<file path="config.mk">
export PLATFORM = sky130hd
export DESIGN_NAME = rss_sequencer
export DESIGN_NICKNAME = d
export VERILOG_FILES = /design/src/common/rss_pkg.sv /design/src/verilog/rss_sequencer.sv
export SDC_FILE = /design/constraint.sdc
export NUM_CORES = 1
export LEC_CHECK = 0
export BUFFER_PORTS_ARGS = -buffer_cell sky130_fd_sc_hd__buf_2
export CAP_MARGIN = 40
export CORE_MARGIN = 10
export CORE_UTILIZATION = 30
export CTS_BUF_LIST = sky130_fd_sc_hd__clkbuf_4 sky130_fd_sc_hd__clkbuf_8
export CTS_CLUSTER_SIZE = 8
export DETAILED_ROUTE_END_ITERATION = 10
export PLACE_DENSITY = 0.54
export RECOVER_POWER = 25
export SYNTH_ARGS = -nofsm -noshare
export SYNTH_HDL_FRONTEND = slang
export SYNTH_SLANG_ARGS = --single-unit
</file>
<file path="constraint.sdc">
create_clock -name CLK_I -period 6.6 [get_ports CLK_I]
set_input_delay 0.66 -clock CLK_I [delete_from_list [all_inputs] [get_ports CLK_I]]
set_output_delay 0.66 -clock CLK_I [all_outputs]
set_load 0.02 [all_outputs]
</file>
<file path="src/common/rss_pkg.sv">
/*
  Package of the reference search sequencer: register map, field layout,
  mode encoding, command codes and state codes.
  Assumes a 32-bit APB register bus with byte addresses.
*/
package rss_pkg;

  // Register byte offsets
  localparam logic [7:0] RSS_OFS_CMD     = 8'h00; // homing_command: opcode, action
  localparam logic [7:0] RSS_OFS_MODE    = 8'h04; // search mode
  localparam logic [7:0] RSS_OFS_VSRCH   = 8'h08; // search velocity
  localparam logic [7:0] RSS_OFS_VCREEP  = 8'h0C; // calibration velocity
  localparam logic [7:0] RSS_OFS_DIST    = 8'h10; // switch distance, read only
  localparam logic [7:0] RSS_OFS_STATUS  = 8'h14; // progress, read only
  localparam logic [7:0] RSS_OFS_ENCPOS  = 8'h18; // encoder position, read/write
  localparam logic [7:0] RSS_OFS_STOPCFG = 8'h1C; // end-switch auto stop enables

  // Command register fields
  localparam logic [7:0] RSS_OPCODE      = 8'h0D; // operation code 13
  localparam int         RSS_CMD_OP_LSB  = 0;
  localparam int         RSS_CMD_ACT_LSB = 8;
  localparam logic [1:0] RSS_ACT_START   = 2'h0;
  localparam logic [1:0] RSS_ACT_STOP    = 2'h1;
  localparam logic [1:0] RSS_ACT_QUERY   = 2'h2;

  // Mode field layout
  localparam int         RSS_MODE_SWAP_BIT = 6;       // plus 64: other side
  localparam int         RSS_MODE_INV_BIT  = 7;       // plus 128: home polarity
  localparam logic [5:0] RSS_MODE_BASE_MAX = 6'h0A;   // base modes 1 to 10

  // Status bits
  localparam int RSS_ST_BUSY = 0;
  localparam int RSS_ST_DONE = 1;
  localparam int RSS_ST_ERR  = 2;
  localparam int RSS_ST_STATE_LSB = 8;

  // Reset values
  localparam logic [7:0]  RSS_MODE_RST   = 8'h01;
  localparam logic [31:0] RSS_VSRCH_RST  = 32'h0000_1000;
  localparam logic [31:0] RSS_VCREEP_RST = 32'h0000_0100;

  // Switch selection codes
  typedef enum logic [1:0] {
    RSS_SW_LEFT  = 2'h0,
    RSS_SW_RIGHT = 2'h1,
    RSS_SW_HOME  = 2'h2,
    RSS_SW_INDEX = 2'h3
  } rss_sw_t;

  // Sequencer states, one-hot
  typedef enum logic [6:0] {
    RSS_S_IDLE   = 7'h01,
    RSS_S_FAR    = 7'h02,
    RSS_S_FAST   = 7'h04,
    RSS_S_OUT    = 7'h08,
    RSS_S_IN     = 7'h10,
    RSS_S_CROSS  = 7'h20,
    RSS_S_FINISH = 7'h40
  } rss_state_t;

endpackage

</file>
<file path="src/verilog/rss_sequencer.sv">
/*
  Reference search sequencer: homes one stepper axis against end switches,
  a home switch or an encoder index pulse, sets the zero point and reports
  the switch distance. Registers over APB, zero wait states.
  Assumes a motion controller that follows RUN/DIR/VEL and reports the
  actual position, and switch inputs synchronous to CLK_I.
*/
// The register addresses and register access over APB are this design's own decisions.
// Function
// - Opcode 13 command starts, stops, queries sequencer
// - End-switch auto stop settings never affect homing
// - Search velocity until zero switch or index detection
// - Creep off, re-enter, zero at middle
// - Calibration moves use creep velocity
// - Mode register selects base modes 1 to 10
// - Mode 1 left switch, 65 right switch
// - Mode 2 right then left, report distance
// - Mode 66 left first, right is zero
// - Mode 3 right, then left middle, distance
// - Mode 67 mirrors mode 3
// - Mode 4/68 middle of single end switch
// - Mode 5 home negative, reverse at left
// - Mode 6 home positive, reverse at right
// - Plus 128 inverts home switch polarity
// - Mode 7 home negative, no limits, middle
// - Mode 8 home positive, no limits, middle
// - Modes 9/10 index pulse positive/negative
// - Completion clears encoder position to zero
module rss_sequencer
  import rss_pkg::*;
#(
  parameter int POS_W = 32
) (
  input  wire logic             CLK_I,
  input  wire logic             NRST_I,
  // APB slave
  input  wire logic             PSEL_I,
  input  wire logic             PENABLE_I,
  input  wire logic             PWRITE_I,
  input  wire logic [7:0]       PADDR_I,
  input  wire logic [31:0]      PWDATA_I,
  output logic      [31:0]      PRDATA_O,
  output logic                  PREADY_O,
  output logic                  PSLVERR_O,
  // Switches and encoder
  input  wire logic             LEFT_I,
  input  wire logic             RIGHT_I,
  input  wire logic             HOME_I,
  input  wire logic             INDEX_I,
  input  wire logic [POS_W-1:0] POS_I,
  input  wire logic [31:0]      ENC_CNT_I,
  // Motion request
  output logic                  RUN_O,
  output logic                  DIR_O,
  output logic      [31:0]      VEL_O,
  output logic                  ZERO_STB_O,
  output logic      [POS_W-1:0] ZERO_POS_O,
  output logic                  BUSY_O
);
  import rss_pkg::*;

  // Register file
  logic [7:0]       mode_reg, run_mode_reg;
  logic [31:0]      vsrch_reg, vcreep_reg, dist_reg, enc_ofs_reg, prdata_reg;
  logic [1:0]       stopcfg_reg;
  logic             done_reg, err_reg;
  // Sequencer
  rss_state_t       state_reg, state_next;
  rss_sw_t          sel_reg, sel_next;
  logic             dir_reg, dir_next;
  logic             run_reg, vel_fast_reg;
  logic             first_reg, first_next;
  logic [POS_W-1:0] a_reg, a_next, far_reg, far_next;
  logic             zstb_reg;
  logic [POS_W-1:0] zpos_reg;
  logic             fin_now;
  logic [POS_W-1:0] mid_pos;

  // Sign-extended midpoint of two switching points
  function automatic logic [POS_W-1:0] midpoint(input logic [POS_W-1:0] p, input logic [POS_W-1:0] q);
    logic [POS_W:0] s;
    s = {p[POS_W-1], p} + {q[POS_W-1], q};
    return s[POS_W:1];
  endfunction

  // Absolute distance between two positions
  function automatic logic [31:0] distance(input logic [POS_W-1:0] p, input logic [POS_W-1:0] q);
    logic [POS_W-1:0] d;
    d = p - q;
    if (d[POS_W-1]) begin
      d = q - p;
    end
    return 32'(d);
  endfunction

  // APB decode
  wire        wr_en     = PSEL_I & PENABLE_I & PWRITE_I;
  wire        rd_setup  = PSEL_I & ~PENABLE_I & ~PWRITE_I;
  wire        addr_hit  = (PADDR_I[1:0] == 2'h0) && (PADDR_I <= RSS_OFS_STOPCFG);
  wire        wr_cmd    = wr_en && (PADDR_I == RSS_OFS_CMD);
  wire        cmd_ok    = wr_cmd && (PWDATA_I[RSS_CMD_OP_LSB +: 8] == RSS_OPCODE);
  wire [1:0]  cmd_act   = PWDATA_I[RSS_CMD_ACT_LSB +: 2];
  wire        idle      = (state_reg == RSS_S_IDLE);
  wire        cmd_start = cmd_ok && (cmd_act == RSS_ACT_START) && idle;
  wire        cmd_stop  = cmd_ok && (cmd_act == RSS_ACT_STOP);
  wire [31:0] enc_pos   = ENC_CNT_I - enc_ofs_reg;

  assign PREADY_O  = 1'b1;
  assign PSLVERR_O = PSEL_I & PENABLE_I & ~addr_hit;

  // Mode decode of the latest written mode, checked at start
  wire [5:0] new_base  = mode_reg[5:0];
  wire       new_valid = (new_base != 6'h00) && (new_base <= RSS_MODE_BASE_MAX)
                         && !(mode_reg[RSS_MODE_SWAP_BIT] && new_base > 6'h04)
                         && !(mode_reg[RSS_MODE_INV_BIT] && (new_base < 6'h05 || new_base > 6'h08));

  // Mode decode of the run in progress
  wire [5:0] base    = run_mode_reg[5:0];
  wire       swap    = run_mode_reg[RSS_MODE_SWAP_BIT];
  wire       inv     = run_mode_reg[RSS_MODE_INV_BIT];
  wire       two_sw  = (base == 6'h02) || (base == 6'h03);
  wire       both    = (base == 6'h03) || (base == 6'h04) || (base == 6'h07) || (base == 6'h08);
  wire       homing  = (base >= 6'h05) && (base <= 6'h08);
  wire       indexed = (base == 6'h09) || (base == 6'h0A);
  wire       lim_rev = (base == 6'h05) || (base == 6'h06);

  // Start targets: the zero switch is left unless swapped; two-switch modes go far first
  wire       zero_right = swap;
  rss_sw_t   start_sel;
  logic      start_dir;
  assign start_sel = indexed ? RSS_SW_INDEX :
                     homing  ? RSS_SW_HOME :
                     (two_sw ^ zero_right) ? RSS_SW_RIGHT : RSS_SW_LEFT;
  assign start_dir = (base == 6'h09) ? 1'b1 : (base == 6'h0A) ? 1'b0 :
                     (base == 6'h06 || base == 6'h08) ? 1'b1 :
                     (base == 6'h05 || base == 6'h07) ? 1'b0 :
                     (start_sel == RSS_SW_RIGHT);

  // First leg's switch and direction, taken from the latched run mode
  rss_sw_t first_sel;
  logic    first_dir;
  logic    first_leg_far;
  assign first_sel     = start_sel;
  assign first_dir     = start_dir;
  assign first_leg_far = two_sw;

  // Switch levels; auto stop settings are not consulted here
  wire home_act = HOME_I ^ inv;
  wire sw_act   = (sel_reg == RSS_SW_LEFT)  ? LEFT_I :
                  (sel_reg == RSS_SW_RIGHT) ? RIGHT_I :
                  (sel_reg == RSS_SW_HOME)  ? home_act : INDEX_I;
  wire lim_hit  = lim_rev && (dir_reg ? RIGHT_I : LEFT_I);
  wire [POS_W-1:0] pos = POS_I;

  assign mid_pos = midpoint(a_reg, pos);

  // Next-state logic
  always_comb begin
    state_next = state_reg;
    sel_next   = sel_reg;
    dir_next   = dir_reg;
    first_next = first_reg;
    a_next     = a_reg;
    far_next   = far_reg;
    fin_now    = 1'b0;
    case (state_reg)
      RSS_S_IDLE: begin
        state_next = state_reg;
      end
      RSS_S_FAR: begin
        // First cycle: the run mode is latched only now, so the switch
        // seen so far is stale; load the first leg and do not judge it
        if (first_reg) begin
          sel_next   = first_sel;
          dir_next   = first_dir;
          first_next = 1'b0;
          if (!first_leg_far) begin
            state_next = RSS_S_FAST;
          end
        end else if (sw_act) begin
          // Two-switch modes: far switch found, turn to the zero switch
          far_next   = pos;
          sel_next   = zero_right ? RSS_SW_RIGHT : RSS_SW_LEFT;
          dir_next   = zero_right;
          state_next = RSS_S_FAST;
        end
      end
      RSS_S_FAST: begin
        if (sw_act) begin
          a_next = pos;
          if (indexed) begin
            state_next = RSS_S_FINISH;
          end else if (both) begin
            state_next = RSS_S_CROSS;
          end else begin
            dir_next   = ~dir_reg;
            state_next = RSS_S_OUT;
          end
        end else if (lim_hit) begin
          dir_next = ~dir_reg;
        end
      end
      RSS_S_OUT: begin
        // Creep back until the switch releases
        if (!sw_act) begin
          a_next     = pos;
          dir_next   = ~dir_reg;
          state_next = RSS_S_IN;
        end
      end
      RSS_S_IN: begin
        // Re-enter from the other side
        if (sw_act) begin
          state_next = RSS_S_FINISH;
        end
      end
      RSS_S_CROSS: begin
        // Creep through until the far edge releases
        if (!sw_act) begin
          state_next = RSS_S_FINISH;
        end
      end
      RSS_S_FINISH: begin
        fin_now    = 1'b1;
        state_next = RSS_S_IDLE;
      end
      default: begin
        state_next = RSS_S_IDLE;
      end
    endcase
    if (cmd_start && new_valid) begin
      state_next = RSS_S_FAR;
      first_next = 1'b1;
    end
    if (cmd_stop) begin
      state_next = RSS_S_IDLE;
      fin_now    = 1'b0;
    end
  end

  // Zero point: index pulse position, otherwise the middle of two switching points
  wire [POS_W-1:0] zero_pos = indexed ? a_reg : mid_pos;

  // Sequencer state
  always_ff @(posedge CLK_I or negedge NRST_I) begin
    if (!NRST_I) begin
      state_reg    <= RSS_S_IDLE;
      sel_reg      <= RSS_SW_LEFT;
      dir_reg      <= 1'b0;
      first_reg    <= 1'b0;
      a_reg        <= '0;
      far_reg      <= '0;
      run_mode_reg <= RSS_MODE_RST;
    end else begin
      state_reg <= state_next;
      sel_reg   <= sel_next;
      dir_reg   <= dir_next;
      first_reg <= first_next;
      a_reg     <= a_next;
      far_reg   <= far_next;
      if (cmd_start && new_valid) begin
        run_mode_reg <= mode_reg;
      end
    end
  end

  // Start state resolves the first leg once the run mode is latched
  logic start_fix_reg;
  always_ff @(posedge CLK_I or negedge NRST_I) begin
    if (!NRST_I) begin
      start_fix_reg <= 1'b0;
    end else begin
      start_fix_reg <= cmd_start && new_valid && !cmd_stop;
    end
  end

  // Motion outputs, registered
  always_ff @(posedge CLK_I or negedge NRST_I) begin
    if (!NRST_I) begin
      run_reg      <= 1'b0;
      vel_fast_reg <= 1'b1;
    end else begin
      run_reg      <= (state_next != RSS_S_IDLE) && (state_next != RSS_S_FINISH);
      vel_fast_reg <= (state_next == RSS_S_FAR) || (state_next == RSS_S_FAST);
    end
  end

  assign RUN_O  = run_reg;
  assign DIR_O  = start_fix_reg ? first_dir : dir_reg;
  assign VEL_O  = vel_fast_reg ? vsrch_reg : vcreep_reg;
  assign BUSY_O = ~idle;

  // Completion pulse and zero point
  always_ff @(posedge CLK_I or negedge NRST_I) begin
    if (!NRST_I) begin
      zstb_reg <= 1'b0;
      zpos_reg <= '0;
    end else begin
      zstb_reg <= fin_now;
      if (fin_now) begin
        zpos_reg <= zero_pos;
      end
    end
  end
  assign ZERO_STB_O = zstb_reg;
  assign ZERO_POS_O = zpos_reg;

  // Software registers; completion clears encoder and, in two-switch modes, updates distance
  always_ff @(posedge CLK_I or negedge NRST_I) begin
    if (!NRST_I) begin
      mode_reg    <= RSS_MODE_RST;
      vsrch_reg   <= RSS_VSRCH_RST;
      vcreep_reg  <= RSS_VCREEP_RST;
      stopcfg_reg <= 2'h0;
      dist_reg    <= 32'h0000_0000;
      enc_ofs_reg <= 32'h0000_0000;
      done_reg    <= 1'b0;
      err_reg     <= 1'b0;
    end else begin
      if (wr_en && PADDR_I == RSS_OFS_MODE)    mode_reg    <= PWDATA_I[7:0];
      if (wr_en && PADDR_I == RSS_OFS_VSRCH)   vsrch_reg   <= PWDATA_I;
      if (wr_en && PADDR_I == RSS_OFS_VCREEP)  vcreep_reg  <= PWDATA_I;
      if (wr_en && PADDR_I == RSS_OFS_STOPCFG) stopcfg_reg <= PWDATA_I[1:0];
      if (wr_en && PADDR_I == RSS_OFS_ENCPOS)  enc_ofs_reg <= ENC_CNT_I - PWDATA_I;
      if (cmd_start) begin
        done_reg <= 1'b0;
        err_reg  <= ~new_valid;
      end
      // Completion wins over a same-cycle encoder write
      if (fin_now) begin
        enc_ofs_reg <= ENC_CNT_I;
        done_reg    <= 1'b1;
        if (two_sw) begin
          dist_reg <= distance(far_reg, zero_pos);
        end
      end
    end
  end

  // Read data captured in the setup phase, valid through the access phase
  wire [31:0] status_w = {16'h0000, 1'b0, state_reg, 5'h00, err_reg, done_reg, ~idle};
  wire [31:0] rd_mux   = (PADDR_I == RSS_OFS_CMD)     ? {22'h0, RSS_ACT_QUERY, RSS_OPCODE} :
                         (PADDR_I == RSS_OFS_MODE)    ? {24'h0, mode_reg} :
                         (PADDR_I == RSS_OFS_VSRCH)   ? vsrch_reg :
                         (PADDR_I == RSS_OFS_VCREEP)  ? vcreep_reg :
                         (PADDR_I == RSS_OFS_DIST)    ? dist_reg :
                         (PADDR_I == RSS_OFS_STATUS)  ? status_w :
                         (PADDR_I == RSS_OFS_ENCPOS)  ? enc_pos :
                         (PADDR_I == RSS_OFS_STOPCFG) ? {30'h0, stopcfg_reg} : 32'h0000_0000;
  always_ff @(posedge CLK_I or negedge NRST_I) begin
    if (!NRST_I) begin
      prdata_reg <= 32'h0000_0000;
    end else if (rd_setup) begin
      prdata_reg <= rd_mux;
    end
  end
  assign PRDATA_O = prdata_reg;

endmodule

</file>
==> After elaboration in Yosys (flattened, before gate mapping) <==
Cells that the tools add are included.
{ "op_classes": {"n_addsub": 5, "order_cmp": 7, "n_eq_ne": 38, "mux": 57, "n_bitwise": 14, "reduce_logical": 50} }
{ "op_table": {"columns": ["operator", "count"], "rows": [
  ["$mux 32", 14],
  ["$sub 32x32->32", 4],
  ["$mux 7", 10],
  ["$pmux 32 s2", 1],
  ["$pmux 7 s6", 1],
  ["$add 32x32->33", 1],
  ["$eq 8x5->1 const B", 4],
  ["$eq 6x3->1 const B", 4],
  ["$eq 8x4->1 const B", 3],
  ["$mux 1", 24],
  ["$logic_and 1x1->1", 21],
  ["$eq 6x4->1 const B", 3],
  ["$eq 7x2->1 const B", 2],
  ["$eq 7x3->1 const B", 2],
  ["$eq 6x2->1 const B", 2],
  ["$le 6x4->1 const B", 2],
  ["$ne 3x3->1 const B", 4],
  ["$logic_or 1x1->1", 10],
  ["$mux 2", 5],
  ["$reduce_bool 2->1", 5],
  ["$eq 8x3->1 const B", 1],
  ["$le 8x5->1 const B", 1],
  ["$logic_not 8->1", 1],
  ["$eq 7x1->1 const B", 1],
  ["other kinds (25)", 45]
]} }
{ "totals": {"regBits": 291, "inputBits": 113, "out_inout_bits": 102, "elab_cells": 192} }

==> Depth between registers and ports, before layout <==
{ "depth": {"word_depth": 13, "mapped_depth": 31, "mapped_depth_nobuf": 27} }

==> Worst setup path before layout <==
No wires, ideal clock.
{ "synth_timing": {"path_kind": "input -> register", "start": "in POS_I[2]", "end": "reg dist_reg[24]", "arrival_time_ns": 5.542, "required_ns": 6.470, "path_slack_ns": 0.928, "path_stages": 30, "path_buffers": 3, "path_cell_list": "ha_1 or3_1 o221ai_2 o21ai_2 a211oi_4 a31oi_2 nand3_1 nand2_1 xnor2_1 nand2_1 o21ai_0 inv_1 ha_1 clkbuf_1 nand3_1 nor2_1 nand3_1 a211oi_1 o31ai_1 a31oi_1 a211oi_1 nor3_1 o311ai_2 o211a_1 buf_6 xnor2_4 buf_2 mux2i_1 xnor2_1 o21ai_1"} }
{ "synth_via": {"elab_chain_len": 4, "word_cells_on_any_way": 5, "cone_classes": "add/sub (3); mux (2)"} }
{ "synth_lines": {"columns": ["item", "line", "text"], "rows": [
  ["from (decl)", "rss_sequencer.sv:50", "input wire logic [POS_W-1:0] POS_I,"],
  ["$add 32x32->33 (*)", "rss_sequencer.sv:82", "s = {p[POS_W-1], p} + {q[POS_W-1], q};"],
  ["$mux 32 (*)", "rss_sequencer.sv:242", "wire [POS_W-1:0] zero_pos = indexed ? a_reg : mid_pos;"],
  ["via zero_pos[14]", "rss_sequencer.sv:242", null],
  ["$sub 32x32->32, on equally long branches", "rss_sequencer.sv:89, rss_sequencer.sv:91", null],
  ["$mux 32 (*)", "rss_sequencer.sv:90", "if (d[POS_W-1]) begin"],
  ["to (signal assigned)", "rss_sequencer.sv:334", "dist_reg <= distance(far_reg, zero_pos);"],
  ["to (decl)", "rss_sequencer.sv:64", "logic [31:0] vsrch_reg, vcreep_reg, dist_reg, enc_ofs_reg, prdata_reg;"]
]} }
Mark *: on every way through the listed nets, which the timed path passes. The rest lies on a longest branch.
A chain may end at the register's enable or synchronous reset.

==> Final worst setup path <==
{ "layout_timing": {"start": "reg a_reg[13]", "end": "reg dist_reg[30]"} }
{ "layout_via": {"elab_chain_len": 4, "word_cells_on_any_way": 5, "cone_classes": "add/sub (3); mux (2)"} }
{ "layout_lines": {"columns": ["item", "line", "text"], "rows": [
  ["from (decl)", "rss_sequencer.sv:73", "logic [POS_W-1:0] a_reg, a_next, far_reg, far_next;"],
  ["from (signal assigned)", "rss_sequencer.sv:259", "a_reg <= a_next;"],
  ["$add 32x32->33 (*)", "rss_sequencer.sv:82", null],
  ["$mux 32 (*)", "rss_sequencer.sv:242", null],
  ["via zero_pos[28]", "rss_sequencer.sv:242", null],
  ["$sub 32x32->32, on equally long branches", "rss_sequencer.sv:89, rss_sequencer.sv:91", null],
  ["$mux 32 (*)", "rss_sequencer.sv:90", null]
]} }
Marks and branches as above.

==> run summary <==
The flow ran to the end, but the final reports show violations. The checks that failed: capacitance limit, slew limit. The share of async-settable or async-resettable flops after synthesis works out to 1.00. The total CTS buffers is 59. Reg-to-reg setup timing slack: 540 ps. The final count of hold timing violations is 0. After detailed routing, the average wire length per cell comes to 19.8 µm.

In this design, the stage delay of the slowest critical-path cell is 470 ps. The minimum clock period after layout was 6060 ps. TritonCTS built the clock tree. In the synthesized netlist the dominant register cell turns out to be sky130_fd_sc_hd__dfrtp_1. For hold timing, the worst endpoint is vsrch_reg[6]$_DFFE_PN0P_.

Summed over all layers, the global routing overflow is 0. Setup violations remaining at the end of the flow were counted as 0. The switching power as a share of total power was 0.315. The number of input and output port buffers inserted works out to 213.

Counting stages on the worst path, the most repeated cell is sky130_fd_sc_hd__o21ai_0. Counting the fill cells in the layout gives 7176. After routing the design area is 24900 µm². The maximum buffer depth of the clock tree was 3. Clock root buffer master: sky130_fd_sc_hd__clkbuf_8.

For the routability congestion estimate from global placement, the log shows 0.910. The depth of the most critical reg-to-reg path was 24; the total number of H-tree levels was 2. Effective utilization at floorplan: 0.301.

The portion of total power attributed to sequential cells was 0.345; the top-level port count was 215. From left edge to right edge, the die measures 285 µm. The clock net in this run drives a total of 291 sinks. The tools report the part of the total power dissipated in combinational logic as 0.244.

The number of nets in the synthesized netlist is 2713. Power density relative to cell area: 215 nW/µm². The signed area change from the synthesized netlist to the final layout was 18.3%. Averaged over all synthesized cells, the footprint is 8.59 µm². The run gives 0.00366 W as the internal power of the cells. Setup repair after global routing left no endpoint under its margin. Leaving out fill and tap cells, the most frequent cells in the layout are 322 x sky130_fd_sc_hd__nand2_1, 285 x sky130_fd_sc_hd__dfrtp_1, 223 x sky130_fd_sc_hd__o21ai_0.

The mean number of vias per cell was 5.19. The die height was 285 µm; the DRC violation count after routing was 0. In this run, synthesis inferred 0 flip-flops with an integrated enable. The register bit count reported by yosys was 291; the total detailed-routing wirelength was 72.8 mm. The initial detailed-routing violation count was 1326. The tools report the number of different library cells in the post-synthesis netlist as 88. The analysis attributes to net switching a power of 0.00169 W. In this run the worst path has a maximum fanout of 8.

Synthesis handed over a netlist of 2449 instances. For the worst slack at placement, the log shows 75.6 ps. The core region is 69800 µm².

The mux share of post-synthesis cell area was 0.0937. The synthesized netlist occupies a cell area of 21000 µm². For the pin with the worst max-slew slack, the measured transition is 5200 ps. The maximum number of pins on one net before global-route repair is 118, and the xor/xnor cell area share of the yosys netlist is 0.0460. The leading cell type in the layout, fill and taps excluded is sky130_fd_sc_hd__nand2_1.

At the worst endpoint, the arrival time is 6600 ps. In this run the static leakage power is 11.8 nW. In this run the critical register-to-register path is launched from a_reg[13]$_DFFE_PN0P_. Traced cell by cell, the critical path runs through ha_1 > nand4_1 > or2_1 > o22ai_1 > a22o_1 > o21a_1 > o21a_1 > o21ai_0 > a21boi_0 > o21ai_0 > o21ai_0 > nor2_1 > xnor2_1 > mux2i_1 > inv_1 > ha_1 > a21o_1 > a21o_1 > a21oi_1 > o211a_1 > xor2_4 > a32oi_1 > a222oi_1 > nand3_1. The number of antenna violations at the first check in global routing is 6.

The adder-cell area share of the yosys netlist works out to 0.0916. The run gives 0.173 as the total routing resource utilization after global routing. For the count of final max-slew check failures, the log shows 107. The share of synthesized area occupied by flip-flops and latches was 0.347. The startpoint type of the worst setup path was a register.

Category of the most critical setup path: register to register. The cell depth of the worst min-delay path was 3; the count of cells resized by post-cts repair was 0. The die covers 81100 µm².

The proportion of layout cells with a drive suffix above 1 is 0.206. In this run the most critical hold path is launched from PWDATA_I[6]. The run gives 2942 as the net count of the finished layout. The post-route worst setup slack is 536 ps, and the synthesized-area fraction occupied by ao, oa, aoi and oai cells is 0.216. The clock network latency to the later pin of the worst-skew pair is 680 ps, and the CTS clock-pin slew for the worst setup and hold paths is 70 ps. The logs give 19.1k for the number of global-route vias before repair and 113 mm for the first-pass GRT wire length. The tools report the clock power share as 0.411. The detail route stage leaves a number of antenna-violating nets equal to 0. The count of max-cap constraint violations is 1, and the number of core rows is 97. The path class of the tightest hold or removal check is input pin to register. Endpoint required time on the critical path: 7140 ps.

The tools report the capture instance of the worst register-to-register path as dist_reg[30]$_DFFE_PN0P_. The max-slew headroom at the worst pin was -2.47; the placed standard-cell area was 23500 µm². On the critical path, the stage with the largest delay is an instance of sky130_fd_sc_hd__ha_1.

The dominant combinational cell family by area after synthesis is compound AO/OA/AOI/OAI gates. The area share of and/or/nand/nor cells after synthesis is 0.154, and the maximum clock skew at final layout is 43.0 ps. The post-route clock period utilization was 0.919; the final HPWL from detailed placement was 56.0 mm.

The first TritonRoute pass finished after 7 iterations. The number of warnings reported in the yosys synthesis log was 0. The tools report the peak ir drop on the vdd network as 159 µV.

Derived from the worst setup path, the maximum achievable clock frequency is 0.165 GHz. Summing over every cut layer, the via total after detailed routing is 19.1k. Summed over all failing endpoints, the final setup total negative slack is 0 ps. The worst setup path is captured at a register.
## power groups by stage
stage               sequential, W  clock, W  combinational (W)
floorplan                 0.00188         0           0.000866
global route              0.00185   0.00235            0.00146
CTS                       0.00184   0.00227            0.00130
detailed placement        0.00187         0            0.00130
finish                    0.00184   0.00220            0.00131
global placement          0.00187         0            0.00128
## synth_stat cells (18+ instances only)
| cell | number | area, µm² |
|---|---|---|
| sky130_fd_sc_hd__a21o_1 | 51 | 383 |
| sky130_fd_sc_hd__mux2_2 | 133 | 1500 |
| sky130_fd_sc_hd__ha_1 | 146 | 1830 |
| sky130_fd_sc_hd__nor2_1 | 174 | 653 |
| sky130_fd_sc_hd__o21ai_0 | 223 | 1120 |
| sky130_fd_sc_hd__dfrtp_1 | 285 | 7130 |
| sky130_fd_sc_hd__nor2b_1 | 24 | 150 |
| sky130_fd_sc_hd__o21a_1 | 24 | 180 |
| sky130_fd_sc_hd__nand3_1 | 41 | 205 |
| sky130_fd_sc_hd__xor2_1 | 34 | 298 |
| sky130_fd_sc_hd__or3_1 | 18 | 113 |
| sky130_fd_sc_hd__a31oi_1 | 30 | 188 |
| sky130_fd_sc_hd__a211oi_1 | 19 | 143 |
| sky130_fd_sc_hd__xnor2_1 | 67 | 587 |
| sky130_fd_sc_hd__clkbuf_1 | 92 | 345 |
| sky130_fd_sc_hd__inv_1 | 164 | 616 |
| sky130_fd_sc_hd__nand2_1 | 324 | 1220 |
| sky130_fd_sc_hd__nor3_1 | 45 | 225 |
| sky130_fd_sc_hd__mux2i_1 | 42 | 420 |
| sky130_fd_sc_hd__o21bai_1 | 22 | 165 |
| sky130_fd_sc_hd__a21oi_1 | 179 | 896 |
| sky130_fd_sc_hd__a221oi_1 | 21 | 184 |
## stage by stage
| stage | hold WS (ps) | utilization | std cells | total power, W |
|---|---|---|---|---|
| after global routing | 193 | 0.357 | 3672 | 0.00565 |
| after CTS | 66.5 | 0.356 | 3666 | 0.00542 |
| after detailed placement | 452 | 0.336 | 3555 | 0.00317 |
| after global placement | 447 | 0.335 | 3549 | 0.00315 |
| final | 227 | 0.357 | 3673 | 0.00535 |
| after floorplan | 364 | - | 2449 | 0.00274 |
## final cells by class
class | instances | area (µm²) | area share
Multi-Input combinational cell | 1878 | 12700 | 0.510
Sequential cell | 291 | 7290 | 0.293
Timing Repair Buffer | 281 | 1690 | 0.0680
Clock buffer | 96 | 1200 | 0.0483
Tap cell | 940 | 1180 | 0.0473
Inverter | 167 | 627 | 0.0252
Clock inverter | 15 | 194 | 0.00779
Antenna cell | 5 | 12.5 | 0.000503
## timing repair
item	4_1_cts	5_1_grt
endpoints found under the hold margin	0	0
endpoints found under the setup margin	0	3
hold buffers	0	0
buffers inserted	0	2
## kinds of logic (layout without fill, tap and decap cells)
kind of cell    Yosys count  after routing
simple gates            727            727
compound gates          717            717
flops                   291            291
buf+inv                 280            559
mux                     178            178
fa+ha+maj               151            151
xor+xnor                104            104
other cells               1              6
## routing by layer
metal  track usage  share of wire  vias to the layer above
li1              -              -                     9220
met1         0.231           0.46                     9209
met2         0.286           0.47                      535
met3        0.0251          0.051                      110
met4        0.0560          0.026                        2
met5             0        0.00018                        -
## critical path, delay by kind of cell (launching register included)
kind	cells	cell delay (ps)
AOI/OAI and AO/OA	14	3120
xor gates and xnor gates	2	480
adders and majority gates	2	820
buffers and inverters	1	80
DFF	1	410
muxes	1	340
and+or+nand+nor	4	710
## worst max-delay path by stage
stage / start / end / cells past startpoint
5_1_grt: a_reg[2]$_DFFE_PN0P_ / dist_reg[14]$_DFFE_PN0P_ / 26
3_3_place_gp: POS_I[2] / dist_reg[20]$_DFFE_PN0P_ / 27
2_1_floorplan: POS_I[2] / dist_reg[24]$_DFFE_PN0P_ / 30
3_5_place_dp: POS_I[2] / dist_reg[20]$_DFFE_PN0P_ / 27
6_report: a_reg[13]$_DFFE_PN0P_ / dist_reg[30]$_DFFE_PN0P_ / 24
4_1_cts: a_reg[2]$_DFFE_PN0P_ / dist_reg[20]$_DFFE_PN0P_ / 26
Note: power is estimated with default switching activity, not from simulation.
